$ cat src/rct_pkg.sv
package rct_pkg;
	localparam int ADDR_W = 8;
	localparam int DATA_W = 32;

	// register byte addresses, one aligned word each
	localparam logic [7:0] OFS_PRESET_LO = 8'h00;
	localparam logic [7:0] OFS_PRESET_HI = 8'h04;
	localparam logic [7:0] OFS_LOW_LO = 8'h08;
	localparam logic [7:0] OFS_LOW_HI = 8'h0c;
	localparam logic [7:0] OFS_HIGH_LO = 8'h10;
	localparam logic [7:0] OFS_HIGH_HI = 8'h14;

	// field positions inside the upper bytes
	localparam int BIT_TOP = 0;
	localparam int BIT_RUN = 1;
	localparam int BIT_INHIBIT = 1;
	localparam int BIT_END = 7;

	// reset values
	localparam logic [7:0] RST_BYTE = 8'h00;
	localparam logic [8:0] RST_WIDTH = 9'h000;
	localparam logic RST_BIT = 1'b0;
	localparam logic RST_END = 1'b1;
	localparam logic RST_INHIBIT = 1'b1;
	localparam logic [31:0] RST_WORD = 32'h0000_0000;

	// timer step: one count per this many input clocks
	localparam int TICK_CYCLES = 64;
	localparam logic [5:0] PRESC_LAST = 6'(TICK_CYCLES - 1);

	typedef enum logic [1:0] {
		RCT_CAR_IDLE = 2'b00,
		RCT_CAR_LOW = 2'b01,
		RCT_CAR_HIGH = 2'b10
	} rct_car_e;
endpackage

$ cat src/rct_carrier.sv
`timescale 1ns/1ps
module rct_carrier (
	input wire logic mclk,
	input wire logic srst,
	input wire logic active,
	input wire logic [8:0] low_width,
	input wire logic [8:0] high_width,
	output logic level
);
	import rct_pkg::*;

	rct_car_e state_q, state_d;
	logic [8:0] cnt_q, cnt_d;
	logic level_q;

	assign level = level_q;

	always_comb
	begin
		state_d = state_q;
		cnt_d = cnt_q;
		case (state_q)
		RCT_CAR_IDLE:
			if (active)
			begin
				state_d = RCT_CAR_LOW;
				cnt_d = low_width;
			end
		RCT_CAR_LOW:
			if (!active)
				state_d = RCT_CAR_IDLE;
			else if (cnt_q == 9'h000)
			begin
				state_d = RCT_CAR_HIGH;
				cnt_d = high_width;
			end
			else
				cnt_d = cnt_q - 9'h001;
		RCT_CAR_HIGH:
			// a high phase runs out unless srst cuts it, even once the gate has dropped
			if (cnt_q != 9'h000)
				cnt_d = cnt_q - 9'h001;
			else if (active)
			begin
				state_d = RCT_CAR_LOW;
				cnt_d = low_width;
			end
			else
				state_d = RCT_CAR_IDLE;
		default:
			state_d = RCT_CAR_IDLE;
		endcase
	end

	always_ff @(posedge mclk)
	begin
		if (srst)
		begin
			state_q <= RCT_CAR_IDLE;
			cnt_q <= RST_WIDTH;
			level_q <= RST_BIT;
		end
		else
		begin
			state_q <= state_d;
			cnt_q <= cnt_d;
			level_q <= (state_d == RCT_CAR_HIGH);
		end
	end

	property p_start_low;
		@(posedge mclk) disable iff (srst)
		state_q == RCT_CAR_IDLE && active |=> state_q == RCT_CAR_LOW && !level;
	endproperty
	a_start_low: assert property (p_start_low) else $error("carrier did not start low");

	property p_phase_len;
		@(posedge mclk) disable iff (srst)
		state_q == RCT_CAR_LOW && state_d == RCT_CAR_HIGH |=> cnt_q == $past(high_width) && level;
	endproperty
	a_phase_len: assert property (p_phase_len) else $error("high phase not loaded with width");

	property p_finish_high;
		@(posedge mclk) disable iff (srst)
		state_q == RCT_CAR_HIGH && cnt_q != 9'h000 |=> state_q == RCT_CAR_HIGH && level;
	endproperty
	a_finish_high: assert property (p_finish_high) else $error("high phase cut short");
endmodule

$ cat src/rct_top.sv
// Our own choices: the address map and the APB slave port.
`timescale 1ns/1ps
module rct_top (
	input wire logic mclk,
	input wire logic srst,
	input wire logic psel,
	input wire logic penable,
	input wire logic pwrite,
	input wire logic [rct_pkg::ADDR_W-1:0] paddr,
	input wire logic [rct_pkg::DATA_W-1:0] pwdata,
	output logic [rct_pkg::DATA_W-1:0] prdata,
	output logic pready,
	output logic pslverr,
	output logic remote_output_pin
);
	import rct_pkg::*;

	logic [7:0] preset_low_q, preset_low_d;
	logic top_bit_q, top_bit_d;
	logic run_en_q, run_en_d;
	logic end_flag_q, end_flag_d;
	logic [8:0] cnt_q, cnt_d;
	logic [5:0] presc_q, presc_d;
	logic [8:0] low_w_q, low_w_d;
	logic [8:0] high_w_q, high_w_d;
	logic inhibit_q, inhibit_d;
	logic pin_q, pin_d;
	logic [31:0] prdata_q, prdata_d;
	logic pready_q, pready_d;
	logic pslverr_q, pslverr_d;
	logic setup;
	logic wr_en;
	logic wr_hi;
	logic mapped;
	logic running;
	logic tick;
	logic car_level;
	logic [7:0] rd_byte;
	logic [7:0] wbyte;

	assign prdata = prdata_q;
	assign pready = pready_q;
	assign pslverr = pslverr_q;
	assign remote_output_pin = pin_q;

	assign setup = psel & ~penable;
	assign wr_en = psel & penable & pwrite & pready_q & ~pslverr_q;
	assign wr_hi = wr_en && (paddr == OFS_PRESET_HI);
	assign wbyte = pwdata[7:0];
	// the run bit stays high after the end; the end flag is what stops the timer
	assign running = run_en_q & ~end_flag_q;
	assign tick = running && (presc_q == PRESC_LAST);

	// read view of every register
	always_comb
	begin
		mapped = 1'b1;
		rd_byte = RST_BYTE;
		case (paddr)
		OFS_PRESET_LO:
			rd_byte = preset_low_q;
		OFS_PRESET_HI:
			rd_byte = {end_flag_q, 5'h00, run_en_q, top_bit_q};
		OFS_LOW_LO:
			rd_byte = low_w_q[7:0];
		OFS_LOW_HI:
			rd_byte = {7'h00, low_w_q[8]};
		OFS_HIGH_LO:
			rd_byte = high_w_q[7:0];
		OFS_HIGH_HI:
			rd_byte = {6'h00, inhibit_q, high_w_q[8]};
		default:
			mapped = 1'b0;
		endcase
	end

	// read data and the answer are captured in the setup cycle so that
	// every bus output leaves a flip-flop; one access cycle per transfer
	always_comb
	begin
		pready_d = setup;
		pslverr_d = setup & ~mapped;
		prdata_d = prdata_q;
		if (setup)
		begin
			if (mapped && !pwrite)
				prdata_d = {24'h00_0000, rd_byte};
			else
				prdata_d = RST_WORD;
		end
	end

	// plain storage registers
	always_comb
	begin
		preset_low_d = preset_low_q;
		low_w_d = low_w_q;
		high_w_d = high_w_q;
		inhibit_d = inhibit_q;
		if (wr_en)
		begin
			case (paddr)
			OFS_PRESET_LO:
				preset_low_d = wbyte;
			OFS_LOW_LO:
				low_w_d = {low_w_q[8], wbyte};
			OFS_LOW_HI:
				low_w_d = {wbyte[BIT_TOP], low_w_q[7:0]};
			OFS_HIGH_LO:
				high_w_d = {high_w_q[8], wbyte};
			OFS_HIGH_HI:
			begin
				high_w_d = {wbyte[BIT_TOP], high_w_q[7:0]};
				inhibit_d = wbyte[BIT_INHIBIT];
			end
			default:
				preset_low_d = preset_low_q;
			endcase
		end
	end

	// count-down timer; every upper write reloads, so a 1-0-1 on the run
	// bit (always made of upper writes) restarts from the preset
	always_comb
	begin
		top_bit_d = top_bit_q;
		run_en_d = run_en_q;
		end_flag_d = end_flag_q;
		cnt_d = cnt_q;
		presc_d = presc_q;
		if (wr_hi)
		begin
			top_bit_d = wbyte[BIT_TOP];
			run_en_d = wbyte[BIT_RUN];
			cnt_d = {wbyte[BIT_TOP], preset_low_q};
			end_flag_d = 1'b0;
			presc_d = 6'h00;
		end
		else if (running)
		begin
			presc_d = presc_q + 6'h01;
			if (tick)
			begin
				if (cnt_q == 9'h000)
					end_flag_d = 1'b1;
				else
					cnt_d = cnt_q - 9'h001;
			end
		end
	end

	// with no carrier the pin is the timer gate itself; with carrier the
	// generator output, which already carries the high-phase tail
	always_comb
	begin
		if (inhibit_q)
			pin_d = running;
		else
			pin_d = car_level;
	end

	rct_carrier u_carrier (
		.mclk(mclk),
		.srst(srst),
		.active(running & ~inhibit_q),
		.low_width(low_w_q),
		.high_width(high_w_q),
		.level(car_level)
	);

	always_ff @(posedge mclk)
	begin
		if (srst)
		begin
			preset_low_q <= RST_BYTE;
			top_bit_q <= RST_BIT;
			run_en_q <= RST_BIT;
			end_flag_q <= RST_END;
			cnt_q <= RST_WIDTH;
			presc_q <= 6'h00;
			low_w_q <= RST_WIDTH;
			high_w_q <= RST_WIDTH;
			inhibit_q <= RST_INHIBIT;
			pin_q <= RST_BIT;
			prdata_q <= RST_WORD;
			pready_q <= RST_BIT;
			pslverr_q <= RST_BIT;
		end
		else
		begin
			preset_low_q <= preset_low_d;
			top_bit_q <= top_bit_d;
			run_en_q <= run_en_d;
			end_flag_q <= end_flag_d;
			cnt_q <= cnt_d;
			presc_q <= presc_d;
			low_w_q <= low_w_d;
			high_w_q <= high_w_d;
			inhibit_q <= inhibit_d;
			pin_q <= pin_d;
			prdata_q <= prdata_d;
			pready_q <= pready_d;
			pslverr_q <= pslverr_d;
		end
	end

	property p_load;
		@(posedge mclk) disable iff (srst)
		wr_hi |=> cnt_q == {$past(wbyte[BIT_TOP]), $past(preset_low_q)};
	endproperty
	a_load: assert property (p_load) else $error("counter not loaded from preset");

	property p_low_hold;
		@(posedge mclk) disable iff (srst)
		wr_en && paddr == OFS_PRESET_LO && !tick |=> cnt_q == $past(cnt_q);
	endproperty
	a_low_hold: assert property (p_low_hold) else $error("low preset write touched counter");

	property p_end_clear;
		@(posedge mclk) disable iff (srst)
		wr_hi |=> !end_flag_q;
	endproperty
	a_end_clear: assert property (p_end_clear) else $error("end flag not cleared on load");

	property p_end_sticky;
		@(posedge mclk) disable iff (srst)
		end_flag_q && !wr_hi |=> end_flag_q && cnt_q == $past(cnt_q);
	endproperty
	a_end_sticky: assert property (p_end_sticky) else $error("end state not held");

	property p_stop_zero;
		@(posedge mclk) disable iff (srst)
		tick && cnt_q == 9'h000 && !wr_hi |=> end_flag_q && !running;
	endproperty
	a_stop_zero: assert property (p_stop_zero) else $error("timer did not end at zero");

	property p_disable;
		@(posedge mclk) disable iff (srst)
		wr_hi && !wbyte[BIT_RUN] |=> !running ##1 !running;
	endproperty
	a_disable: assert property (p_disable) else $error("clearing run did not stop timer");

	property p_step;
		@(posedge mclk) disable iff (srst)
		tick && cnt_q != 9'h000 && !wr_hi |=> cnt_q == $past(cnt_q) - 9'h001 && presc_q == 6'h00;
	endproperty
	a_step: assert property (p_step) else $error("counter step wrong");

	property p_presc_restart;
		@(posedge mclk) disable iff (srst)
		wr_hi |=> presc_q == 6'h00 ##1 presc_q == 6'h00 || running;
	endproperty
	a_presc_restart: assert property (p_presc_restart) else $error("prescaler not restarted");

	property p_reset_low;
		@(posedge mclk) disable iff (srst)
		$past(srst) |-> !remote_output_pin && end_flag_q && inhibit_q;
	endproperty
	a_reset_low: assert property (p_reset_low) else $error("pin or flags wrong after reset");

	property p_end_low;
		@(posedge mclk) disable iff (srst)
		end_flag_q && !car_level |=> !remote_output_pin;
	endproperty
	a_end_low: assert property (p_end_low) else $error("pin not low while ended");

	property p_no_carrier_high;
		@(posedge mclk) disable iff (srst)
		inhibit_q && running |=> remote_output_pin;
	endproperty
	a_no_carrier_high: assert property (p_no_carrier_high) else $error("pin not high without carrier");

	property p_run_bit;
		@(posedge mclk) disable iff (srst)
		wr_hi |=> run_en_q == $past(wbyte[BIT_RUN]);
	endproperty
	a_run_bit: assert property (p_run_bit) else $error("run bit not taken from upper write");

	// read data never carries anything above the byte lane
	property p_rd_zero;
		@(posedge mclk) disable iff (srst)
		pready |-> prdata[31:8] == 24'h00_0000;
	endproperty
	a_rd_zero: assert property (p_rd_zero) else $error("unused read bits not zero");

	property p_low_fixed;
		@(posedge mclk) disable iff (srst)
		setup && !pwrite && paddr == OFS_LOW_HI |=> prdata[7:1] == 7'h00;
	endproperty
	a_low_fixed: assert property (p_low_fixed) else $error("low width fixed bit not zero");

	property p_inhibit_write;
		@(posedge mclk) disable iff (srst)
		wr_en && paddr == OFS_HIGH_HI |=> inhibit_q == $past(wbyte[BIT_INHIBIT]);
	endproperty
	a_inhibit_write: assert property (p_inhibit_write) else $error("carrier inhibit not written");

	property p_inhibit_off_low;
		@(posedge mclk) disable iff (srst)
		inhibit_q && !run_en_q |=> !remote_output_pin;
	endproperty
	a_inhibit_off_low: assert property (p_inhibit_off_low) else $error("pin not low with run off");

	property p_car_gate;
		@(posedge mclk) disable iff (srst)
		!inhibit_q |=> remote_output_pin == $past(car_level);
	endproperty
	a_car_gate: assert property (p_car_gate) else $error("pin does not follow carrier");

	// one prescaler step per clock while the timer runs
	property p_presc_count;
		@(posedge mclk) disable iff (srst)
		running && !wr_hi |=> presc_q == $past(presc_q) + 6'h01;
	endproperty
	a_presc_count: assert property (p_presc_count) else $error("prescaler did not advance");

	property p_idle_hold;
		@(posedge mclk) disable iff (srst)
		!running && !wr_hi |=> cnt_q == $past(cnt_q) && presc_q == $past(presc_q);
	endproperty
	a_idle_hold: assert property (p_idle_hold) else $error("stopped timer still moving");

	// a zero preset still gives one full step before the end flag
	property p_zero_step;
		@(posedge mclk) disable iff (srst)
		wr_hi && wbyte[BIT_RUN] && !wbyte[BIT_TOP] && preset_low_q == 8'h00 |-> ##64 !end_flag_q ##1 end_flag_q;
	endproperty
	a_zero_step: assert property (p_zero_step) else $error("zero preset step length wrong");
endmodule
$ cat config.mk
export PLATFORM = sky130hd
export DESIGN_NAME = rct_top
export DESIGN_NICKNAME = d
export VERILOG_FILES = /design/src/rct_pkg.sv /design/src/rct_carrier.sv /design/src/rct_top.sv
export SDC_FILE = /design/constraint.sdc
export NUM_CORES = 1
export LEC_CHECK = 0
export BUFFER_PORTS_ARGS = -buffer_cell sky130_fd_sc_hd__buf_2
export CORE_MARGIN = 1
export CORE_UTILIZATION = 55
export CTS_BUF_LIST = sky130_fd_sc_hd__clkbuf_4 sky130_fd_sc_hd__clkbuf_8
export DETAILED_ROUTE_END_ITERATION = 10
export HOLD_SLACK_MARGIN = 0.03
export PLACE_DENSITY_LB_ADDON = 0.3
export SYNTH_ARGS = -nofsm -noshare
export SYNTH_HDL_FRONTEND = slang
export SYNTH_SLANG_ARGS = --single-unit
export TNS_END_PERCENT = 20
$ cat constraint.sdc
create_clock -name mclk -period 5.4 [get_ports mclk]
set_clock_uncertainty 0.1 [all_clocks]
set_input_delay 0.27 -clock mclk [delete_from_list [all_inputs] [get_ports mclk]]
set_output_delay 0.27 -clock mclk [all_outputs]
set_load 0.02 [all_outputs]
==> results.toml <==
[outcome]
status = "finished, final reports clean"

[layout]
layout_commonest_cell = "dfxtp_1"
diodes = 0
final_cell_mix = "68 x dfxtp_1, 60 x nor2_1, 40 x mux2i_1, 31 x buf_2, 28 x nand2_1"
final_nets = 516
drive_gt1_share_pct = 15.0
stdcell_count = 564
syn_to_final_growth_pct = 6.99

[synth]
synth.distinct_cells = 56
syn-cell-area_um2 = 3870
post-synth-top-area-cell = "dfxtp_1"
ys_ff_latch = 68
synthMuxAreaShare_pct = 11.5
synth-adder-area-share_pct = 2.59
synthTopCellsByArea = "dfxtp_1 35%, mux2i_1 10%, nor2_1 5.8%, buf_4 4.9%, nand2_1 2.7%"
yosys.area_share.simple_pct = 20.2
synth_edf_count = 0
synth_flop_cell = "dfxtp_1"
synth_top_family_by_area = "simple AND/OR/NAND/NOR gates"
synth_xor_area_share_pct = 3.40
ys_warn_count = 0
synthCells = 448
async_flop_share_pct = 0
yosysSeqAreaShare_pct = 35.2
synth-compound-area-share_pct = 17.0
syn_avg_cell_area_um2 = 8.64
netlist.area_leader.share_pct = 35.2

[sta]
fmax_mhz = 367
slew_violations = 0
min_period_ps = 2730
hold_violations = 0
hold_ws_ps = 83.7
fin_crit_sh_pct = 50.5
slew_headroom_pct = 43.7
fin_setup_tns_ps = 0
rsz0062_at_grt = "no"
setup_viol = 0
worst_pin_slew_ps = 838

[setup_path]
regToRegEndpoint = "u_carrier.cnt_q[4]"
cp.arrival_ps = 2840
r2r_start = "u_carrier.cnt_q[2]"
crit_slowest_cell = "or4_1"
path_cells = "or4_4 -> or4_1 -> o21ai_0 -> a211o_1 -> a311oi_2"
rr_worst_depth = 5
worstSetupStartpointType = "register"
slowest_delay_ps = 850
critPathMaxFanout = 23
end_kind = "register"
required_ps = 5510
crit_type = "reg2reg"
rrSetupSlack_ps = 2670

[clock_tree]
clkTransAtPathRegs_ps = 80
cts.hold.buffers_added = 0
cts.sinks = 68
cts_root_buf = "clkbuf_8"
clockBufferDepth = 2
h-tree-depth = 3
numCtsBuffers = 9
postCtsResizedCells = 0
cts_tree = "yes"
clk_latency_ps = 350
cts_setup_buffers = 0

[min_path]
hold_path_class = "in2reg"
hold_path.startpoint = "pwdata[3]"
hold_depth = 3
holdPathEnd = "preset_low_q[3]"

[floorplanning]
row_count = 30
die_area_um2 = 7370
dieWidth_um = 85.9
core_um2 = 6790
start_util_pct = 56.9
ios = 80
die_y_um = 85.9

[drt]
vias = 3195
wl_per_cell_um = 15.3
ant_nets = 0
routed_wl_mm = 8.65
drc = 0
vias_per_cell = 5.66
drt_iter0_markers = 302
first_pass_iters = 5

[placement]
gp_congestion = 0.897
hpwl_mm = 6.07
place_inst = 548
portBuffers = 31

[grt]
grt_pass1_wl_mm = 13.7
grt_pass1_vias = 2833
grt-ovfl-total = 0
track_usage_pct = 24.1
grt_antenna_before_repair = 0
grt_start_max_net_pins = 62

[pwr]
power_density_nw_per_um2 = 249
total_leakage_power_uw = 0.00165
peakVddDrop_mv = 0.131

[run]
drv_cap = 0
==> power breakdown <==
group	internal [uW]	switching [uW]	leakage (uW)
clock	272	205	0.000113
combinational	11.6	39.5	0.000994
sequential	502	0.229	0.000548
==> cells in the mapped netlist (all sizes together) (4+ instances only) <==
master	instances
a211o	4
a211oi	10
a21oi	20
a221oi	4
a22o	5
a22oi	5
and2	4
buf	34
clkbuf	18
dfxtp	68
ha	8
inv	14
mux2i	40
nand2	28
nand2b	7
nand3	9
nor2	60
nor2b	4
nor3	11
nor4	7
o21a	4
o21ai	21
o22ai	6
or3	4
or4	5
xnor2	7
xor2	8
==> worst max-delay path by stage <==
stage                             from              endpoint  depth (start not counted)
floorplan                     paddr[0]              cnt_q[1]                          8
global placement              paddr[0]              cnt_q[0]                          6
detailed placement            paddr[0]              cnt_q[0]                          6
CTS                 u_carrier.cnt_q[2]    u_carrier.cnt_q[2]                          5
global route        u_carrier.cnt_q[2]  u_carrier.state_q[0]                          5
finish              u_carrier.cnt_q[2]    u_carrier.cnt_q[4]                          5
==> metal layers <==
metal	routed length, um	track usage (%)
met2	3940	37.9
met5	0	0
met3	492	6.16
met1	4110	32.9
met4	108	6.52
==> kinds of logic (layout without fill, tap and decap cells) <==
| logic type | count (synthesis) | after routing |
|---|---|---|
| buffers and inverters | 66 | 63 |
| AO/OA/AOI/OAI | 93 | 93 |
| other | 1 | 24 |
| AND/OR/NAND/NOR | 154 | 154 |
| multiplexers | 43 | 43 |
| adder cells (fa/ha/maj) | 8 | 8 |
| XOR/XNOR | 15 | 15 |
| flip-flops | 68 | 68 |
==> area by class of cell <==
class / count / area (um2)
inverter: 14 / 52.6
multi-input combinational: 337 / 2210
clock buffer: 10 / 138
timing repair buffer: 33 / 170
fill: 602 / 2660
sequential: 68 / 1360
tap: 96 / 120
clock inverter: 6 / 86.3
==> worst max-delay path, delay by kind of cell, from the launching register on <==
kind             cells  cell delay [ps]
AND/OR/NAND/NOR      2             1460
AO/OA/AOI/OAI        3              630
flip-flops           1              390
==> state kept, by name (all words and copies together) (netlist names) <==
name	count
preset_low_q	8
low_w_q	9
cnt_q	9
presc_q	6
inhibit_q	1
run_en_q	1
u_carrier.level	1
pslverr	1
prdata	8
high_w_q	9
remote_output_pin	1
u_carrier.cnt_q	9
u_carrier.state_q	2
end_flag_q	1
pready	1
top_bit_q	1
==> through the flow <==
step / utilization [%] / setup WS (ps) / area (um2) / total power (uW)
global placement: 57.6 / 2640 / 3920 / 564
finish: 60.9 / 2670 / 4140 / 1030
global route: 60.9 / 2560 / 4140 / 1060
CTS: 60.9 / 2700 / 4140 / 1030
floorplan: - / 2940 / 3960 / 563
detailed placement: 57.6 / 2620 / 3920 / 564
Note: power is estimated with default switching activity, not from simulation.
